### config.mk
export PLATFORM = sky130hd
export DESIGN_NAME = tbg_gpio
export DESIGN_NICKNAME = d
export VERILOG_FILES = /design/src/hdl/tbg_pkg.sv /design/src/hdl/tbg_port_if.sv /design/src/hdl/tbg_gpio.sv /design/src/hdl/tbg_port.sv
export SDC_FILE = /design/constraint.sdc
export NUM_CORES = 1
export LEC_CHECK = 0
export BUFFER_PORTS_ARGS = -buffer_cell sky130_fd_sc_hd__buf_2
export CAP_MARGIN = 15
export CORE_AREA = 3 3 211 131
export CTS_CLUSTER_SIZE = 20
export DETAILED_ROUTE_END_ITERATION = 8
export DIE_AREA = 0 0 214 134
export GPL_TIMING_DRIVEN = 0
export SYNTH_ARGS = -nofsm -noshare
export SYNTH_HDL_FRONTEND = slang
export SYNTH_SLANG_ARGS = --single-unit
### constraint.sdc
create_clock -name pclk -period 2.78 [get_ports pclk]
set_clock_uncertainty 0.2 [all_clocks]
set_input_delay 0.139 -clock pclk [delete_from_list [all_inputs] [get_ports pclk]]
set_output_delay 0.139 -clock pclk [all_outputs]
set_load 0.1 [all_outputs]
### src/hdl/tbg_pkg.sv
// Constants and types shared by the three-port GPIO block.
// Assumes a 32-bit APB with word-aligned registers.
package tbg_pkg;

    localparam int unsigned PORT_W = 8;
    localparam int unsigned PORT_N = 3;
    localparam int unsigned IDX_W = 30;

    // Register indices; byte address is four times the index.
    localparam logic [29:0] IDX_A_DATA = 30'h0FFFF080;
    localparam logic [29:0] IDX_B_DATA = 30'h0FFFF082;
    localparam logic [29:0] IDX_C_DATA = 30'h0FFFF084;
    localparam logic [29:0] IDX_A_DIR = 30'h0FFFF0A0;
    localparam logic [29:0] IDX_B_DIR = 30'h0FFFF0A1;
    localparam logic [29:0] IDX_C_DIR = 30'h0FFFF0A2;
    localparam logic [29:0] IDX_B_PULLUP = 30'h0FFFF0AA;
    localparam logic [29:0] IDX_BIT_ACCESS = 30'h0FFFF0B0;
    localparam logic [29:0] DATA_IDX [0:2] = '{IDX_A_DATA, IDX_B_DATA,
        IDX_C_DATA};
    localparam logic [29:0] DIR_IDX [0:2] = '{IDX_A_DIR, IDX_B_DIR,
        IDX_C_DIR};

    // Reset values.
    localparam logic [7:0] LATCH_RESET = 8'h00;
    localparam logic [7:0] DIR_RESET = 8'hFF;
    localparam logic [7:0] PULLUP_RESET = 8'h00;

    // Bit-access register fields.
    localparam int unsigned BA_SEL_LSB = 0;
    localparam int unsigned BA_PORT_LSB = 2;
    localparam int unsigned BA_NUM_LSB = 4;
    localparam int unsigned BA_VAL_BIT = 7;

    // Port numbers and port-A pin roles.
    localparam logic [1:0] PORT_A = 2'h0;
    localparam logic [1:0] PORT_B = 2'h1;
    localparam int unsigned A_SYNC_IN_PIN = 4;

    typedef enum logic [1:0] {
        BA_SEL_LATCH = 2'h0,
        BA_SEL_DIR = 2'h1,
        BA_SEL_PULLUP = 2'h2
    } tbg_bsel_t;

    typedef enum logic {
        APB_IDLE,
        APB_RESP
    } tbg_apb_st_t;

endpackage : tbg_pkg

### src/hdl/tbg_port_if.sv
// Carrier between the register logic and one port slice.
// Assumes one clock shared by both ends.
`timescale 1ns/100ps
`default_nettype none
interface tbg_port_if #(parameter int unsigned W = 8);
    logic [W-1:0] data_mask;
    logic [W-1:0] dir_mask;
    logic [W-1:0] wdata;
    logic [W-1:0] alt_or;
    logic [W-1:0] rdata;
    logic [W-1:0] dir;
    logic [W-1:0] pin_level;

    modport ctl (output data_mask, output dir_mask, output wdata,
        output alt_or, input rdata, input dir, input pin_level);
    modport port (input data_mask, input dir_mask, input wdata,
        input alt_or, output rdata, output dir, output pin_level);
endinterface : tbg_port_if
`default_nettype wire

### src/hdl/tbg_gpio.sv
// Three 8-bit GPIO ports behind an APB register slave.
// Assumes pins arrive asynchronously and alternate-function outputs
// come from logic on pclk.
//
// Operation
// - Eight pins per port; bit or byte access.
// - Direction bit 0 output, 1 input.
// - Output pins drive their latch bit.
// - Data read returns pin level for inputs.
// - Data read returns latch for outputs.
// - Writes to input bits only update latch.
// - Writes to output bits drive pins immediately.
// - Reset makes every pin an input.
// - Alternate outputs ORed with latch on port A.
// - Port A pulse, sync-in and sync-out alternates.
// - Port B pull-up per bit, resets zero.
// - Port B pins feed eight key-return inputs.
// - Port C is plain I/O only.
`timescale 1ns/100ps
`default_nettype none
module tbg_gpio #(
    parameter int unsigned W = tbg_pkg::PORT_W
) (
    input wire logic pclk,
    input wire logic presetn,
    input wire logic psel,
    input wire logic penable,
    input wire logic pwrite,
    input wire logic [31:0] paddr,
    input wire logic [31:0] pwdata,
    output logic [31:0] prdata,
    output logic pready,
    output logic pslverr,
    input wire logic [W-1:0] port_a_pin_in,
    output logic [W-1:0] port_a_pin_out,
    output logic [W-1:0] port_a_pin_oe,
    input wire logic pulse_out_0,
    input wire logic pulse_out_1,
    input wire logic pulse_out_2,
    input wire logic pulse_out_3,
    input wire logic vertical_sync_output,
    input wire logic horizontal_sync_output_0,
    input wire logic horizontal_sync_output_1,
    output logic composite_sync_input,
    input wire logic [W-1:0] port_b_pin_in,
    output logic [W-1:0] port_b_pin_out,
    output logic [W-1:0] port_b_pin_oe,
    output logic [W-1:0] port_b_pullup_en,
    output logic [W-1:0] key_return_input,
    input wire logic [W-1:0] port_c_pin_in,
    output logic [W-1:0] port_c_pin_out,
    output logic [W-1:0] port_c_pin_oe
);

    localparam int unsigned N = tbg_pkg::PORT_N;

    ////////////////////////////////////////////////////////////////////
    // Declarations.
    tbg_pkg::tbg_apb_st_t st_q, st_d;
    logic pready_q, pready_d;
    logic pslverr_q, pslverr_d;
    logic [31:0] prdata_q, prdata_d;
    logic [W-1:0] pullup_q, pullup_d;

    logic [tbg_pkg::IDX_W-1:0] idx;
    logic commit;
    logic hit;
    logic [31:0] rd_word;

    // Per-port views, indexed 0 for port A, 1 for B and 2 for C.
    logic [W-1:0] dmask [N];
    logic [W-1:0] rmask [N];
    logic [W-1:0] wbyte [N];
    logic [W-1:0] pu_mask;
    logic [W-1:0] pu_wdata;
    logic [W-1:0] alt [N];
    logic [W-1:0] rdata_arr [N];
    logic [W-1:0] dir_arr [N];
    logic [W-1:0] level_arr [N];
    logic [W-1:0] pin_in_arr [N];
    logic [W-1:0] pin_out_arr [N];
    logic [W-1:0] pin_oe_arr [N];

    // Bit-access fields taken from the write data.
    logic [1:0] ba_sel;
    logic [1:0] ba_port;
    logic [2:0] ba_num;
    logic ba_val;
    logic [W-1:0] ba_onehot;

    tbg_port_if #(.W(W)) port_if [N] ();

    ////////////////////////////////////////////////////////////////////
    // Address decode; the low two address bits are ignored.
    // The bus carries no byte strobe here, so an 8-bit store arrives
    // as a whole word and only its low byte is used.
    assign idx = paddr[31:2];

    // A transfer completes at the edge where pready is seen high.
    assign commit = (st_q == tbg_pkg::APB_RESP) && psel && penable;

    assign ba_sel = pwdata[tbg_pkg::BA_SEL_LSB +: 2];
    assign ba_port = pwdata[tbg_pkg::BA_PORT_LSB +: 2];
    assign ba_num = pwdata[tbg_pkg::BA_NUM_LSB +: 3];
    assign ba_val = pwdata[tbg_pkg::BA_VAL_BIT];
    assign ba_onehot = W'(1) << ba_num;

    ////////////////////////////////////////////////////////////////////
    // Pin arrays for the three slices.
    assign pin_in_arr[0] = port_a_pin_in;
    assign pin_in_arr[1] = port_b_pin_in;
    assign pin_in_arr[2] = port_c_pin_in;

    // Port A alternates; pin 4 is a sync input, so nothing is ORed
    // there. Port C has none at all. The alternate peripherals run on
    // pclk, so their outputs need no synchroniser; an asynchronous
    // source would have to be retimed before it reaches these inputs.
    always_comb begin
        alt[0] = '0;
        alt[0][0] = pulse_out_0;
        alt[0][1] = pulse_out_1;
        alt[0][2] = pulse_out_2;
        alt[0][3] = pulse_out_3;
        alt[0][5] = vertical_sync_output;
        alt[0][6] = horizontal_sync_output_0;
        alt[0][7] = horizontal_sync_output_1;
        alt[1] = '0;
        alt[2] = '0;
    end

    ////////////////////////////////////////////////////////////////////
    // One slice per port, joined through its own interface.
    for (genvar g = 0; g < N; g++) begin : g_port
        assign port_if[g].data_mask = dmask[g];
        assign port_if[g].dir_mask = rmask[g];
        assign port_if[g].wdata = wbyte[g];
        // The OR only makes sense with latch and direction cleared
        // by software first; hardware does not enforce that.
        assign port_if[g].alt_or = alt[g];
        assign rdata_arr[g] = port_if[g].rdata;
        assign dir_arr[g] = port_if[g].dir;
        assign level_arr[g] = port_if[g].pin_level;

        tbg_port #(.W(W)) u_port (
            .pclk(pclk),
            .presetn(presetn),
            .bus(port_if[g]),
            .pin_in(pin_in_arr[g]),
            .pin_out(pin_out_arr[g]),
            .pin_oe(pin_oe_arr[g])
        );
    end

    ////////////////////////////////////////////////////////////////////
    // Write masks: a byte write sets all eight, a bit write one.
    // Bit writes let software touch a single pin without a
    // read-modify-write that could race a pin change.
    always_comb begin
        pu_mask = '0;
        pu_wdata = '0;
        for (int p = 0; p < N; p++) begin
            dmask[p] = '0;
            rmask[p] = '0;
            wbyte[p] = '0;
            if (commit && pwrite) begin
                if (idx == tbg_pkg::DATA_IDX[p]) begin
                    dmask[p] = '1;
                    wbyte[p] = pwdata[W-1:0];
                end
                if (idx == tbg_pkg::DIR_IDX[p]) begin
                    rmask[p] = '1;
                    wbyte[p] = pwdata[W-1:0];
                end
                if (idx == tbg_pkg::IDX_BIT_ACCESS
                        && ba_port == 2'(p)) begin
                    wbyte[p] = {W{ba_val}};
                    if (ba_sel == tbg_pkg::BA_SEL_LATCH) begin
                        dmask[p] = ba_onehot;
                    end
                    if (ba_sel == tbg_pkg::BA_SEL_DIR) begin
                        rmask[p] = ba_onehot;
                    end
                end
            end
        end
        if (commit && pwrite) begin
            if (idx == tbg_pkg::IDX_B_PULLUP) begin
                pu_mask = '1;
                pu_wdata = pwdata[W-1:0];
            end
            if (idx == tbg_pkg::IDX_BIT_ACCESS
                    && ba_port == tbg_pkg::PORT_B
                    && ba_sel == tbg_pkg::BA_SEL_PULLUP) begin
                pu_mask = ba_onehot;
                pu_wdata = {W{ba_val}};
            end
        end
    end

    ////////////////////////////////////////////////////////////////////
    // Read mux; the bit-access register reads as zero.
    // There is no single-bit read path: software reads the byte and
    // masks it, which costs nothing since pins are sampled anyway.
    always_comb begin
        hit = 1'b0;
        rd_word = '0;
        for (int p = 0; p < N; p++) begin
            if (idx == tbg_pkg::DATA_IDX[p]) begin
                hit = 1'b1;
                rd_word[W-1:0] = rdata_arr[p];
            end
            if (idx == tbg_pkg::DIR_IDX[p]) begin
                hit = 1'b1;
                rd_word[W-1:0] = dir_arr[p];
            end
        end
        if (idx == tbg_pkg::IDX_B_PULLUP) begin
            hit = 1'b1;
            rd_word[W-1:0] = pullup_q;
        end
        if (idx == tbg_pkg::IDX_BIT_ACCESS) begin
            hit = 1'b1;
        end
    end

    ////////////////////////////////////////////////////////////////////
    // APB slave: one wait state, so read data and the error flag
    // come from flops rather than from the address decode.
    always_comb begin
        st_d = st_q;
        pready_d = 1'b0;
        pslverr_d = 1'b0;
        prdata_d = prdata_q;
        unique case (st_q)
            tbg_pkg::APB_IDLE: begin
                if (psel && penable) begin
                    st_d = tbg_pkg::APB_RESP;
                    pready_d = 1'b1;
                    pslverr_d = ~hit;
                    prdata_d = pwrite ? '0 : rd_word;
                end
            end
            tbg_pkg::APB_RESP: begin
                // Always back to idle, so a setup cycle that follows
                // the completing edge at once is taken like any other.
                st_d = tbg_pkg::APB_IDLE;
            end
        endcase
    end

    // Bus response registers.
    always_ff @(posedge pclk or negedge presetn) begin
        if (!presetn) begin
            st_q <= tbg_pkg::APB_IDLE;
            pready_q <= 1'b0;
            pslverr_q <= 1'b0;
            prdata_q <= '0;
        end else begin
            st_q <= st_d;
            pready_q <= pready_d;
            pslverr_q <= pslverr_d;
            prdata_q <= prdata_d;
        end
    end

    ////////////////////////////////////////////////////////////////////
    // Port B pull-up control. The resistor itself sits in the pad;
    // this block only hands out the enable, one bit per pin.
    always_comb begin
        pullup_d = (pullup_q & ~pu_mask) | (pu_wdata & pu_mask);
    end

    // Pull-ups start disconnected.
    always_ff @(posedge pclk or negedge presetn) begin
        if (!presetn) begin
            pullup_q <= W'(tbg_pkg::PULLUP_RESET);
        end else begin
            pullup_q <= pullup_d;
        end
    end

    ////////////////////////////////////////////////////////////////////
    // Outputs; all come straight from flops here or in the slices.
    // Keeping them registered means no decode glitch reaches a pin.
    assign prdata = prdata_q;
    assign pready = pready_q;
    assign pslverr = pslverr_q;
    assign port_b_pullup_en = pullup_q;
    assign port_a_pin_out = pin_out_arr[0];
    assign port_a_pin_oe = pin_oe_arr[0];
    assign port_b_pin_out = pin_out_arr[1];
    assign port_b_pin_oe = pin_oe_arr[1];
    assign port_c_pin_out = pin_out_arr[2];
    assign port_c_pin_oe = pin_oe_arr[2];

    // Synchronised pin levels feed the alternate inputs. No noise
    // filter sits here; a glitch longer than a clock gets through.
    assign composite_sync_input = level_arr[0][tbg_pkg::A_SYNC_IN_PIN];
    assign key_return_input = level_arr[1];

endmodule : tbg_gpio
`default_nettype wire

### src/hdl/tbg_port.sv
// One 8-bit port slice: latch, direction, pin sync and pin drive.
// Assumes write masks are pulses valid for a single clock edge.
`timescale 1ns/100ps
`default_nettype none
module tbg_port #(
    parameter int unsigned W = 8
) (
    input wire logic pclk,
    input wire logic presetn,
    tbg_port_if.port bus,
    input wire logic [W-1:0] pin_in,
    output logic [W-1:0] pin_out,
    output logic [W-1:0] pin_oe
);

    logic [W-1:0] latch_q, latch_d;
    logic [W-1:0] dir_q, dir_d;
    logic [W-1:0] sync1_q, sync1_d;
    logic [W-1:0] sync2_q, sync2_d;
    logic [W-1:0] out_q, out_d;
    logic [W-1:0] oe_q, oe_d;

    ////////////////////////////////////////////////////////////////////
    // Next values; the latch is written whatever the direction.
    always_comb begin
        latch_d = (latch_q & ~bus.data_mask) | (bus.wdata & bus.data_mask);
        dir_d = (dir_q & ~bus.dir_mask) | (bus.wdata & bus.dir_mask);
        sync1_d = pin_in;
        sync2_d = sync1_q;
        // Drive follows the new latch at the same edge, so a write
        // to an output pin shows with no further action.
        out_d = latch_d | bus.alt_or;
        oe_d = ~dir_d;
    end

    // All registers; direction resets to input.
    always_ff @(posedge pclk or negedge presetn) begin
        if (!presetn) begin
            latch_q <= W'(tbg_pkg::LATCH_RESET);
            dir_q <= W'(tbg_pkg::DIR_RESET);
            sync1_q <= '0;
            sync2_q <= '0;
            out_q <= '0;
            oe_q <= '0;
        end else begin
            latch_q <= latch_d;
            dir_q <= dir_d;
            sync1_q <= sync1_d;
            sync2_q <= sync2_d;
            out_q <= out_d;
            oe_q <= oe_d;
        end
    end

    ////////////////////////////////////////////////////////////////////
    // Read view: pin level for inputs, latch for outputs.
    assign bus.rdata = (dir_q & sync2_q) | (~dir_q & latch_q);
    assign bus.dir = dir_q;
    assign bus.pin_level = sync2_q;
    assign pin_out = out_q;
    assign pin_oe = oe_q;

endmodule : tbg_port
`default_nettype wire

==> impl_metrics.csv <==
group,metric,value,unit
run_status,outcome,"completed",
layout,nets,1056,
power_and_ir_drop,power_frac_comb,11.9,%
clocking,cts_made_buffers,17,
global_route,grt-ovfl-total,0,
clocking,cts-root-buf,"clkbuf_16",
floorplan,core,0.0260,mm^2
clocking,cts_tree,"done",
global_route,grt_pass1_vias,6814,
clocking,cts-htree-levels,4,
floorplan,die_h,134,um
layout,fin_cells,1329,
drt,antenna_left,0,
critical_path,cp_data_required_time,2910,ps
placed_design,numPortBuffers,144,
synthesis,synth_top_area_share,40.7,%
drt,drcViolationCount,0,
timing,hold_ws,10.9,ps
power_and_ir_drop,clock_power_share,44.8,%
floorplan,die-area,0.0287,mm^2
synthesis,synthArstFlopShare,100,%
critical_path,critPathMaxFanout,10,
synthesis,synthTopCellsByArea,"dfrtp_1, dfstp_2, mux2_2",
floorplan,io-pin-count,199,
synthesis,synth-edff-count,0,
synthesis,synth_cell_types,66,
floorplan,die_x,214,um
layout,antennaDiodeCount,0,
layout,area_growth,30.7,%
synthesis,synth_ff_type,"dfrtp_1",
power_and_ir_drop,swShare,28.7,%
critical_path,crit_type,"in -> reg",
global_route,antenna_found_initial,0,
timing,setup_viol,0,
drt,dr.pass1.iters,5,
clocking,clk_latency,460,ps
timing,worst_pin_slew,995,ps
placed_design,hpwlAfterDp,23.2,mm
layout,layout-drive-gt1-share,34.3,%
timing,relSlewSlack,33.2,%
global_route,grt_max_degree,94,
worst_hold_path,min_path_type,"in -> async",
timing,hold_violations,0,
drt,vias,6937,
synthesis,synthCells,732,
placed_design,place_inst,1262,
synthesis,synth_common_cells,"dfrtp_1, nor2_1, a21oi_1",
power_and_ir_drop,p_int,3.56,mW
power_and_ir_drop,peakVddDrop,343,uV
synthesis,ys_seq_elements,145,
power_and_ir_drop,switchingPower,1.44,mW
clocking,clk_pin_slew_worst_paths,60,ps
layout,final_util,37.5,%
run,drv_cap,0,
layout,fin_area,0.00973,mm^2
global_route,grt.total_usage,21.2,%
drt,viasPerCell,5.22,
drt,wire_per_inst,23.0,um
synthesis,yosysSeqAreaShare,49.2,%
power_and_ir_drop,powerDensity,514,mW/mm^2
synthesis,yosysMostFrequentCell,"dfrtp_1",
critical_path,cp-start-kind,"input port",
drt,drtIter0Drc,722,
timing,max_freq,363,MHz
timing,finalCritPeriodShare,99.2,%
synthesis,synth_area_leader_cell,"dfrtp_1",
synthesis,yosysWarnings,0,
placed_design,placed_cell_area,0.00875,mm^2
global_route,grt_first_pass_wirelength,44.6,mm
synthesis,synth_area_per_cell,10.2,um^2
drt,routed_wirelength,30.6,mm
power_and_ir_drop,p_seq_share,43.4,%
critical_path,worstPathArrival,2890,ps
clocking,cts.sinks,145,
timing,final.setup.tns,0,ps
power_and_ir_drop,p_leak,4.16,nW
clocking,cts_buffer_depth,2,
placed_design,routabilityCongestion,0.986,
synthesis,synthesis.area,0.00744,mm^2
floorplan,initial_core_util,28.7,%
critical_path,end_kind,"register",
timing,finalCriticalPeriod,2760,ps
floorplan,num_rows,46,
timing,drv_slew,0,
==> path summary, 6_finish.rpt <==
check	start	endpoint	slack (ps)	cells after the start
max in group asynchronous	presetn	pready	1470	3
hold reg to reg	g_port[1].u_port.sync1_q[0]	g_port[1].u_port.bus.pin_level[0]	140	0
setup / recovery	paddr[13]	register	20	7
min in group pclk	pwdata[2]	register	90	5
hold / removal	presetn	g_port[0].u_port.pin_oe[6]	10	2
setup reg to reg	pready	register	80	5
==> per-layer routing <==
metal  vias up  track usage, %  part of all wire (%)
met2       369            28.2                    39
met3        34            6.68                    10
met4         0            4.53                   1.1
met5         -               0                     0
met1      3426            32.9                    50
li1       3108               -                     -
==> through the flow <==
stage                     worst slack, ps  power [mW]
after floorplan                       272        2.56
final                                22.3        5.00
after detailed placement             -527        2.76
after global placement              -1140        2.75
after CTS                            23.7        5.05
after global routing                -11.2        5.17
==> critical path, stage by stage <==
cell and delay (ps):
buf_2 100, or4b_4 560, nor3_2 380, nand3_2 360, buf_6 300, o41ai_1 630
mux2_2 400
==> power groups by stage <==
| stage | sequential, mW | combinational [mW] | clock [mW] |
|---|---|---|---|
| final | 2.17 | 0.594 | 2.24 |
| after floorplan | 2.30 | 0.266 | 0 |
| after global routing | 2.17 | 0.624 | 2.37 |
| after global placement | 2.21 | 0.544 | 0 |
| after detailed placement | 2.21 | 0.550 | 0 |
| after CTS | 2.17 | 0.588 | 2.29 |
==> layout by cell type (no fill, tap or decap), types with 8 or more instances in the layout <==
cell type,instances
nor2_1,65
clkbuf_1,27
clkbuf_16,17
buf_4,30
or2_2,11
mux2_2,44
and3_1,8
nand4_1,11
nand2_1,42
mux2i_1,25
buf_2,149
o31ai_1,18
a31oi_1,11
dfstp_2,24
dfrtp_1,120
inv_1,10
nor3_1,31
o21a_1,14
conb_1,24
nand3_1,24
o21ai_0,38
dlygate4sd3_1,33
a21oi_1,58
==> cell type report <==
type / instances / area (um^2)
multi-input combinational: 535 / 3530
sequential: 145 / 3660
buffer: 65 / 364
fill: 2652 / 16200
clock inverter: 13 / 111
timing repair buffer: 182 / 1130
clock buffer: 19 / 453
tap: 360 / 450
inverter: 10 / 37.5
==> what timing repair did <==
action | 4_1_cts | 5_1_grt
resized for setup | 3 | 11
gates cloned | 0 | 0
endpoints found under the setup margin | 12 | 25
hold buffers | 33 | 0
buffers inserted | 0 | 2
endpoints found under the hold margin | 127 | 0
pin swaps | 0 | 1
==> cells by family after synthesis <==
family	count (synthesis)	share of synthesized area (%)
and+or+nand+nor	256	19.3
other	1	0.0504
muxes	70	10.2
AOI/OAI and AO/OA	185	16.0
DFF	145	49.2
buffers and inverters	75	5.35
Note: power is estimated with default switching activity, not from simulation.
